### src/shared/bkl_regs_map.svh
// Register map constants for the backlight control and status bank
// ==========================================
// Contract
// [RQ1] Control bit 0 selects standby when clear, active when set; resets zero.
// [RQ2] Control bit 1 enables boost converter; resets zero.
// [RQ3] Control bit 2 selects adaptive boost when set, manual when clear; resets one.
// [RQ4] Control bit 3 drives boost loader enable; resets zero.
// [RQ5] Control bit 4 picks second sensor input when set, first when clear.
// [RQ6] Control bit 5 picks red LED voltage as temperature reference when set.
// [RQ7] 12-bit result readable: upper nibble at 0x08, low byte at 0x09.
// [RQ8] Three 8-bit colour gain multipliers, reset 0x80 meaning unity.
// [RQ9] Memory control bit 7 reads ready flag, one after reset.
// [RQ10] Writing one to memory control bit 6 starts an erase.
// [RQ11] Writing one to memory control bit 5 starts programming.
// [RQ12] Memory control bit 4 shows load to working memory, read only.
// [RQ13] Page field bits 1:0 picks one 32-location window of memory.
// [RQ14] Manual boost uses a 5-bit voltage code, 1 V per step.
// [RQ15] Busy sequence holds ready low; finish clears start bit, sets ready.
`ifndef BKL_REGS_MAP_SVH
`define BKL_REGS_MAP_SVH
`define BKL_ADDR_BOOST 8'h05
`define BKL_ADDR_CTRL 8'h06
`define BKL_ADDR_RES_HI 8'h08
`define BKL_ADDR_RES_LO 8'h09
`define BKL_ADDR_GAIN_R 8'h0a
`define BKL_ADDR_GAIN_G 8'h0b
`define BKL_ADDR_GAIN_B 8'h0c
`define BKL_ADDR_NVM 8'h0d
`define BKL_ADDR_IRQ_STAT 8'h10
`define BKL_ADDR_IRQ_MASK 8'h11
`define BKL_CTRL_RESET 8'h04
`define BKL_CTRL_WMASK 8'h3f
`define BKL_GAIN_RESET 8'h80
`define BKL_BOOST_RESET 8'h00
`define BKL_BOOST_WMASK 8'h1f
`define BKL_NVM_READY_BIT 7
`define BKL_NVM_ERASE_BIT 6
`define BKL_NVM_PROG_BIT 5
`define BKL_NVM_LOAD_BIT 4
`define BKL_IRQ_DONE_BIT 0
`define BKL_IRQ_RESULT_BIT 1
`endif

### src/shared/bkl_pkg.sv
// Types shared by the backlight register bank
`default_nettype none
package bkl_pkg;
    typedef enum logic [1:0] {BKL_IDLE, BKL_ERASE, BKL_PROG, BKL_LOAD} bkl_nvm_state_e;
endpackage
`default_nettype wire

### src/rtl/bkl_regs.sv
// Backlight control and status register bank with memory sequencer handshake
`include "bkl_regs_map.svh"
`default_nettype none
module bkl_regs
(
    input wire logic core_clk,
    input wire logic reset_n,
    input wire logic [7:0] reg_addr,
    input wire logic [7:0] reg_wdata,
    input wire logic reg_wr,
    input wire logic reg_rd,
    output logic [7:0] reg_rdata,
    input wire logic [11:0] sensor_result,
    input wire logic sensor_result_valid,
    input wire logic nvm_op_done,
    input wire logic nvm_load_busy,
    output logic device_active,
    output logic boost_enable,
    output logic boost_adaptive,
    output logic boost_loader_enable,
    output logic [4:0] boost_voltage_code,
    output logic sensor_input_second,
    output logic temperature_reference_pick,
    output logic [7:0] red_gain,
    output logic [7:0] green_gain,
    output logic [7:0] blue_gain,
    output logic nvm_erase_start,
    output logic nvm_program_start,
    output logic nvm_load_to_sram,
    output logic nvm_ready_flag,
    output logic [1:0] nvm_page_select,
    output logic irq
);
    // ==========================================
    // Storage
    logic [7:0] ctrl_reg;
    logic [4:0] boost_reg;
    logic [7:0] gain_r_reg;
    logic [7:0] gain_g_reg;
    logic [7:0] gain_b_reg;
    logic [11:0] result_reg;
    logic [1:0] page_reg;
    logic [1:0] irq_stat_reg;
    logic [1:0] irq_mask_reg;
    logic [1:0] irq_set;
    logic load_reg;
    logic done_seen;
    bkl_pkg::bkl_nvm_state_e nvm_state_reg;
    logic nvm_idle;

    function automatic logic wr_hit(input logic [7:0] a);
        wr_hit = reg_wr && (reg_addr == a);
    endfunction

    assign nvm_idle = (nvm_state_reg == bkl_pkg::BKL_IDLE);

    // ==========================================
    // Control and gain registers
    always_ff @(posedge core_clk)
    begin
        if (!reset_n)
            ctrl_reg <= `BKL_CTRL_RESET;
        else if (wr_hit(`BKL_ADDR_CTRL))
            ctrl_reg <= reg_wdata & `BKL_CTRL_WMASK;
    end

    always_ff @(posedge core_clk)
    begin
        if (!reset_n)
            boost_reg <= 5'h00;
        else if (wr_hit(`BKL_ADDR_BOOST))
            boost_reg <= reg_wdata[4:0];
    end

    always_ff @(posedge core_clk)
    begin
        if (!reset_n)
        begin
            gain_r_reg <= `BKL_GAIN_RESET;
            gain_g_reg <= `BKL_GAIN_RESET;
            gain_b_reg <= `BKL_GAIN_RESET;
        end
        else
        begin
            if (wr_hit(`BKL_ADDR_GAIN_R))
                gain_r_reg <= reg_wdata; // [RQ8]
            if (wr_hit(`BKL_ADDR_GAIN_G))
                gain_g_reg <= reg_wdata; // [RQ8]
            if (wr_hit(`BKL_ADDR_GAIN_B))
                gain_b_reg <= reg_wdata; // [RQ8]
        end
    end

    always_ff @(posedge core_clk)
    begin
        if (!reset_n)
            result_reg <= 12'h000;
        else if (sensor_result_valid)
            result_reg <= sensor_result; // [RQ7]
    end

    assign device_active = ctrl_reg[0]; // [RQ1]
    assign boost_enable = ctrl_reg[1]; // [RQ2]
    assign boost_adaptive = ctrl_reg[2]; // [RQ3]
    assign boost_loader_enable = ctrl_reg[3]; // [RQ4]
    assign sensor_input_second = ctrl_reg[4]; // [RQ5]
    assign temperature_reference_pick = ctrl_reg[5]; // [RQ6]
    // Code only meaningful in manual mode; the adaptive loop ignores it
    assign boost_voltage_code = boost_reg; // [RQ14]
    assign red_gain = gain_r_reg;
    assign green_gain = gain_g_reg;
    assign blue_gain = gain_b_reg;

    // ==========================================
    // Memory sequencer handshake
    always_ff @(posedge core_clk)
    begin
        if (!reset_n)
            page_reg <= 2'h0;
        else if (wr_hit(`BKL_ADDR_NVM))
            page_reg <= reg_wdata[1:0]; // [RQ13]
    end

    // Erase wins over program if both are written at once; starts are ignored while busy
    always_ff @(posedge core_clk)
    begin
        if (!reset_n)
            nvm_state_reg <= bkl_pkg::BKL_IDLE;
        else
        begin
            case (nvm_state_reg)
                bkl_pkg::BKL_IDLE:
                begin
                    if (wr_hit(`BKL_ADDR_NVM) && reg_wdata[`BKL_NVM_ERASE_BIT])
                        nvm_state_reg <= bkl_pkg::BKL_ERASE; // [RQ10]
                    else if (wr_hit(`BKL_ADDR_NVM) && reg_wdata[`BKL_NVM_PROG_BIT])
                        nvm_state_reg <= bkl_pkg::BKL_PROG; // [RQ11]
                    else if (nvm_load_busy)
                        nvm_state_reg <= bkl_pkg::BKL_LOAD;
                end
                bkl_pkg::BKL_ERASE, bkl_pkg::BKL_PROG:
                begin
                    if (nvm_op_done)
                        nvm_state_reg <= bkl_pkg::BKL_IDLE; // [RQ15]
                end
                bkl_pkg::BKL_LOAD:
                begin
                    if (!nvm_load_busy)
                        nvm_state_reg <= bkl_pkg::BKL_IDLE; // [RQ15]
                end
                default:
                    nvm_state_reg <= bkl_pkg::BKL_IDLE;
            endcase
        end
    end

    always_ff @(posedge core_clk)
    begin
        if (!reset_n)
            load_reg <= 1'b0;
        else
            load_reg <= nvm_load_busy; // [RQ12]
    end

    assign nvm_erase_start = (nvm_state_reg == bkl_pkg::BKL_ERASE);
    assign nvm_program_start = (nvm_state_reg == bkl_pkg::BKL_PROG);
    assign nvm_load_to_sram = load_reg;
    assign nvm_ready_flag = nvm_idle; // [RQ9] [RQ15]
    assign nvm_page_select = page_reg;

    // ==========================================
    // Interrupts: sequence done and new sensor result
    assign done_seen = !nvm_idle && ((nvm_state_reg == bkl_pkg::BKL_LOAD) ? !nvm_load_busy
                                                                          : nvm_op_done);
    assign irq_set = {sensor_result_valid, done_seen};

    // Set beats a write-one clear in the same cycle
    always_ff @(posedge core_clk)
    begin
        if (!reset_n)
            irq_stat_reg <= 2'h0;
        else if (wr_hit(`BKL_ADDR_IRQ_STAT))
            irq_stat_reg <= (irq_stat_reg & ~reg_wdata[1:0]) | irq_set;
        else
            irq_stat_reg <= irq_stat_reg | irq_set;
    end

    always_ff @(posedge core_clk)
    begin
        if (!reset_n)
            irq_mask_reg <= 2'h0;
        else if (wr_hit(`BKL_ADDR_IRQ_MASK))
            irq_mask_reg <= reg_wdata[1:0];
    end

    assign irq = |(irq_stat_reg & irq_mask_reg);

    // ==========================================
    // Read port, data one cycle after the strobe; unmapped reads zero
    always_ff @(posedge core_clk)
    begin
        if (!reset_n)
            reg_rdata <= 8'h00;
        else if (reg_rd)
        begin
            case (reg_addr)
                `BKL_ADDR_BOOST: reg_rdata <= {3'h0, boost_reg};
                `BKL_ADDR_CTRL: reg_rdata <= ctrl_reg;
                `BKL_ADDR_RES_HI: reg_rdata <= {4'h0, result_reg[11:8]}; // [RQ7]
                `BKL_ADDR_RES_LO: reg_rdata <= result_reg[7:0]; // [RQ7]
                `BKL_ADDR_GAIN_R: reg_rdata <= gain_r_reg;
                `BKL_ADDR_GAIN_G: reg_rdata <= gain_g_reg;
                `BKL_ADDR_GAIN_B: reg_rdata <= gain_b_reg;
                `BKL_ADDR_NVM: reg_rdata <= {nvm_ready_flag, nvm_erase_start, nvm_program_start,
                                             load_reg, 2'h0, page_reg};
                `BKL_ADDR_IRQ_STAT: reg_rdata <= {6'h00, irq_stat_reg};
                `BKL_ADDR_IRQ_MASK: reg_rdata <= {6'h00, irq_mask_reg};
                default: reg_rdata <= 8'h00;
            endcase
        end
        else
            reg_rdata <= 8'h00;
    end
endmodule
`default_nettype wire

### config.mk
export PLATFORM = sky130hd
export DESIGN_NAME = bkl_regs
export DESIGN_NICKNAME = d
export VERILOG_FILES = /design/src/shared/bkl_pkg.sv /design/src/rtl/bkl_regs.sv
export VERILOG_INCLUDE_DIRS = /design/src /design/src/shared
export SDC_FILE = /design/constraint.sdc
export NUM_CORES = 1
export LEC_CHECK = 0
export CAP_MARGIN = 20
export CORE_MARGIN = 10
export CORE_UTILIZATION = 45
export CTS_BUF_LIST = sky130_fd_sc_hd__clkbuf_4 sky130_fd_sc_hd__clkbuf_8 sky130_fd_sc_hd__clkbuf_16
export CTS_CLUSTER_DIAMETER = 100
export DETAILED_ROUTE_END_ITERATION = 10
export DONT_BUFFER_PORTS = 1
export PLACE_DENSITY = 0.63
export SYNTH_ARGS = -nofsm -noshare
export SYNTH_HDL_FRONTEND = slang
export SYNTH_SLANG_ARGS = --single-unit
export TNS_END_PERCENT = 30
### constraint.sdc
create_clock -name core_clk -period 2.5 [get_ports core_clk]
set_input_delay 0.375 -clock core_clk [delete_from_list [all_inputs] [get_ports core_clk]]
set_output_delay 0.375 -clock core_clk [all_outputs]
set_load 0.005 [all_outputs]
### Yosys cells after proc, flatten, opt, wreduce, memory -nomap -nowiden

Index checks and enable logic that the tools add are counted.

| storage, ports and cells | value |
|---|---|
| bits in registers | 64 |
| input bits | 35 |
| output and inout bits | 50 |
| logic and storage cells | 60 |

| operators by class | value |
|---|---|
| equal/unequal tests | 16 |
| muxes and demuxes | 9 |
| bitwise logic cells | 5 |
| reduce and logical (&&, ||, !) cells | 18 |

Operators by type and width:

| kind | number |
|---|---|
| $pmux 8 s10 | 1 |
| $eq 8x4->1 const B | 6 |
| $eq 8x3->1 const B | 2 |
| $eq 8x5->1 const B | 2 |
| $mux 2 | 6 |
| $logic_and 1x1->1 | 11 |
| $pmux 2 s3 | 1 |
| $and 2x2->2 | 2 |
| $eq 2x2->1 const B | 2 |
| $ne 2x2->1 const B | 2 |
| $ne 4x2->1 const B | 1 |
| $or 2x2->2 | 2 |
| $reduce_or 2->1 | 2 |
| $reduce_and 3->1 | 1 |
| $eq 2x1->1 const B | 1 |
| $logic_not 1->1 | 2 |
| $logic_not 2->1 | 1 |
| $not 2->2 | 1 |
| $reduce_and 2->1 | 1 |
| $mux 1 | 1 |

### Longest topological paths before layout

| depth | value |
|---|---|
| depth in word-level cells | 6 |
| mapped depth | 7 |
| mapped depth without buffers | 6 |

### Worst setup path before layout

No wires, ideal clock.

| path | value |
|---|---|
| path type | input -> register |
| start | input port reg_addr[5] |
| end | register gain_b_reg[7] (netlist: blue_gain[7]) |
| setup time | 0.127 ns |
| arrival | 1.758 ns |
| required time | 2.373 ns |
| slack | 0.615 ns |
| stages | 5 |
| buffers on the path | 1 |
| cells stage by stage | or4_4 > buf_6 > nor3_4 > mux2i_1 > nand2_1 |

| between the ends | value |
|---|---|
| word-level cells in the longest chain between the ends | 2 |

Ends and longest elaborated chain:

| item | RTL line | source |
|---|---|---|
| start, declared | bkl_regs.sv:8 | `input wire logic [7:0] reg_addr,` |
| $eq 8x4->1 | bkl_regs.sv:52 | `wr_hit = reg_wr && (reg_addr == a);` |
| $logic_and 1x1->1 | bkl_regs.sv:52 |  |
| end signal, assigned | bkl_regs.sv:81 | `` gain_b_reg <= `BKL_GAIN_RESET; `` |
| end signal, assigned | bkl_regs.sv:90 | `gain_b_reg <= reg_wdata;` |
| end, declared | bkl_regs.sv:40 | `logic [7:0] gain_b_reg;` |

No other way between the ends.
A chain may end at the register's enable or synchronous reset.

### Worst setup path after layout

| path | value |
|---|---|
| start | register nvm_state_reg[0] |
| end | register nvm_state_reg[0] |

| between the ends | value |
|---|---|
| word-level cells in the longest chain between the ends | 4 |
| elaborated cells on any way between the ends | 10 |
| those cells by class | 6 x eq/ne; 1 x mux; 3 x reduce/logical |

Ends and longest elaborated chain:

| item | RTL line | source |
|---|---|---|
| start, declared | bkl_regs.sv:48 | `bkl_pkg::bkl_nvm_state_e nvm_state_reg;` |
| start signal, assigned | bkl_regs.sv:128 | `nvm_state_reg <= bkl_pkg::BKL_IDLE;` |
| start signal, assigned | bkl_regs.sv:135 | `nvm_state_reg <= bkl_pkg::BKL_ERASE;` |
| start signal, assigned | bkl_regs.sv:137 | `nvm_state_reg <= bkl_pkg::BKL_PROG;` |
| $eq 2x1->1 or $eq 2x2->1 (tied branches) | bkl_regs.sv:131 | `case (nvm_state_reg)` |
| $reduce_or 2->1 | bkl_regs.sv:131 |  |
| $ne 2x2->1 (no line) | -- |  |
| $reduce_and 3->1 (no line) | -- |  |

Parallel ways exist; a longest one is shown, timed or not.

==> results.md <==
- Routed met1 length: 3290 um
- Final worst path period share: 70.8%
- Normalized max-slew margin: 54.5%
- Status: completed
- Hold Crit Endpoint: ctrl_reg[2]
- Total GRT Usage: 16.3%
- Yosys top cell by area: dfxtp_1
- Crit Path Max Fanout: 5
- Initial antenna violation count: 0
- Routed WL per cell: 20.6 um
- Fmax: 0.565 GHz
- Post-Syn Nets: 363
- Fill cell count: 635
- ANT nets after route: 0
- Die area: 0.0106 mm2
- Clock buffer count from CTS: 9
- Iteration-0 DRC Markers: 104
- RSZ-0062 raised after global routing: no
- CTS Sinks: 64
- Max-slew violations: 0
- Io pins: 85
- Worst setup SP type: flip-flop
- PostCTS Resize Cnt: 0
- Sequential fraction of the synthesis area: 41.6%
- Setup TNS: 0 ps
- VDD IR max: 0.000406 V
- Critical R2R Launch: nvm_state_reg[0]
- Area contributors post-synth: dfxtp_1, mux2i_1, nor2_1, mux2_2, nand3b_1
- Worst Skew: 6.80 ps
- Inserted Diodes: 0
- Required time of the critical path: 2790 ps
- Post-DP Area: 0.00313 mm2
- Top cell type's share of synthesized area: 41.6%
- Met2 wire len: 3670 um
- Final setup fails: 0
- Endpoints failing hold: 0
- R2R Path End: nvm_state_reg[0]
- Clk Latency, worst-skew pair: 340 ps
- Core Util, Final: 49.6%
- Critical Path AT: 2060 ps
- Largest net degree at the start of global routing: 33
- WS Path Type: flip-flop to flip-flop
- Mapped cell area: 0.00308 mm2
- Syn avg cell area: 9.51 um2
- Total Power: 2.25 mW
- Pwr/cell area: 674 mW/mm2
- Area grow syn2layout: 8.12%
- Layout cells sized above 1: 12.7%
- I/O Buffers: 0
- Core outline area: 0.00672 mm2
- Static leakage: 1.18 nW
- Synthesis Warnings: 0
- Via count: 2,324
- Routability cong.: 0.843
- Routed wl met3: 1240 um
- Synth Register Bits: 64
- Worst Hold Depth: 1
- Global-route wire length before repair: 13,000 um
- Uppermost layer routed: met4
- Number of flip-flops in the largest register: 12
- Starting Density: 45.8%
- Worst hold start: reset_n
- Vias per inst: 5.78
- Die extent in x: 103 um
- DRC: 0
- Cell variety after synth: 42
- Clock Tree Root: clkbuf_8
- Reg2Reg Depth: 6
- Vias in the first global route: 2,331
- Worst slew pin tran: 681 ps
- TritonCTS clock tree: done
- Nets@finish: 357
- Worst Hold Class: input pin to flip-flop
- Setup crit end kind: flip-flop
- DIE HEIGHT: 103 um
- GR Overflow Total: 0
- Post-CTS Setup Bufs: 0
- Hold Buf Count CTS: 0
- Mapped Cells: 324
- Core Rows: 30
- DRT Pass-1 Iters: 4
- Max clock buf depth: 2
- Design Area, Final: 0.00333 mm2
- DRT Wirelength: 8290 um
- H-tree depth: 3
- Max_cap viols: 0
- Final Critical Period: 1770 ps
- Detailed placement HPWL: 6210 um
- R2R Setup Slk: 730 ps
- Reg clk slew, reported paths: 70 ps
-- cell usage in the layout, fill, tap and decap left out, types with 2 or more instances in the layout --
cell type,instances
inv_1,3
mux2_2,7
buf_4,5
a22o_1,4
nor3_4,4
clkbuf_8,12
nor2b_1,5
nand2_1,13
o21ai_0,9
nor4_1,3
a21oi_1,8
nor3_1,3
nand3b_1,10
nor2_1,52
o21a_1,2
a31oi_1,8
nand3_1,7
a21boi_0,3
a22oi_1,4
clkinv_2,2
mux2i_1,59
nor4_2,2
or3b_2,3
dfxtp_1,64
and2_1,4
nor3_2,2
nand2b_1,5
a32oi_1,2
ha_1,4
-- metrics by stage --
step                hold WS, ps  instances  worst slack (ps)
floorplan                   460        324               615
global placement            439        387               420
detailed placement          442        387               407
CTS                        79.1        402               733
global route               72.7        402               654
finish                     92.4        402               729
-- kinds of logic (layout without fill, tap and decap cells) --
logic type	count (synthesis)	count (layout)	synth area share [%]
flops	64	64	41.6
simple gates	118	118	21.4
mux	66	66	21.7
buf+inv	25	23	3.37
compound gates	47	47	10.3
fa+ha+maj	4	4	1.62
-- layer usage --
| layer | vias up | track usage [%] |
|---|---|---|
| li1 | 1145 | - |
| met1 | 1081 | 19.1 |
| met2 | 90 | 24.3 |
| met3 | 8 | 9.72 |
| met4 | 0 | 5.03 |
| met5 | - | 0 |
-- report_power, final --
part           switching (mW)  internal [mW]
Clock                   0.373          0.533
Sequential             0.0292           1.05
Combinational           0.132          0.125
-- synthesized netlist by cell type --
cell type  number
a211oi_1        1
buf_2           2
buf_1           3
nor3_2          2
nor2b_1         5
o211ai_1        1
o21a_1          2
nand3b_1       10
nor3_1          3
a22o_1          4
a221oi_1        1
buf_6           1
nor2_1         52
and2_1          4
a31oi_1         8
a21boi_0        3
a21oi_1         8
or4_4           1
clkbuf_1       16
o21ai_0         9
or3b_2          3
nand2b_1        5
o221ai_1        1
o221a_2         1
nand3_1         7
nand2_1        13
a22oi_1         4
a311oi_1        1
or4_1           1
nor3_4          4
mux2i_1        59
a32oi_1         2
ha_1            4
inv_1           3
nor4_1          3
nor4bb_1        1
mux2_2          7
or3_1           1
dfxtp_1        64
or4bb_1         1
nor4_2          2
a21bo_2         1
-- cell type report --
class / count / area [um2] / area share [%]
sequential: 64 / 1280 / 38.5
multi-input combinational: 235 / 1700 / 50.9
clock buffer: 12 / 165 / 4.96
timing repair buffer: 5 / 37.5 / 1.13
tap: 80 / 100 / 3.01
inverter: 3 / 11.3 / 0.338
clock inverter: 3 / 40.0 / 1.20
-- worst max-delay path, stage by stage (launching register included) --
cell and delay, ps:
dfxtp_1 410, inv_1 90, ha_1 290, nor2b_1 150
or3b_2 440, a21oi_1 150, o221a_2 190
-- worst max path at each step --
| stage | start | depth (start not counted) | end |
|---|---|---|---|
| 2_1_floorplan | reg_addr[5] | 5 | blue_gain[7] |
| 3_3_place_gp | reg_addr[5] | 4 | green_gain[0] |
| 3_5_place_dp | reg_addr[5] | 4 | green_gain[5] |
| 4_1_cts | nvm_state_reg[0] | 6 | nvm_state_reg[0] |
| 5_1_grt | nvm_state_reg[0] | 6 | nvm_state_reg[1] |
| 6_report | nvm_state_reg[0] | 6 | nvm_state_reg[0] |
Note: power is estimated with default switching activity, not from simulation.
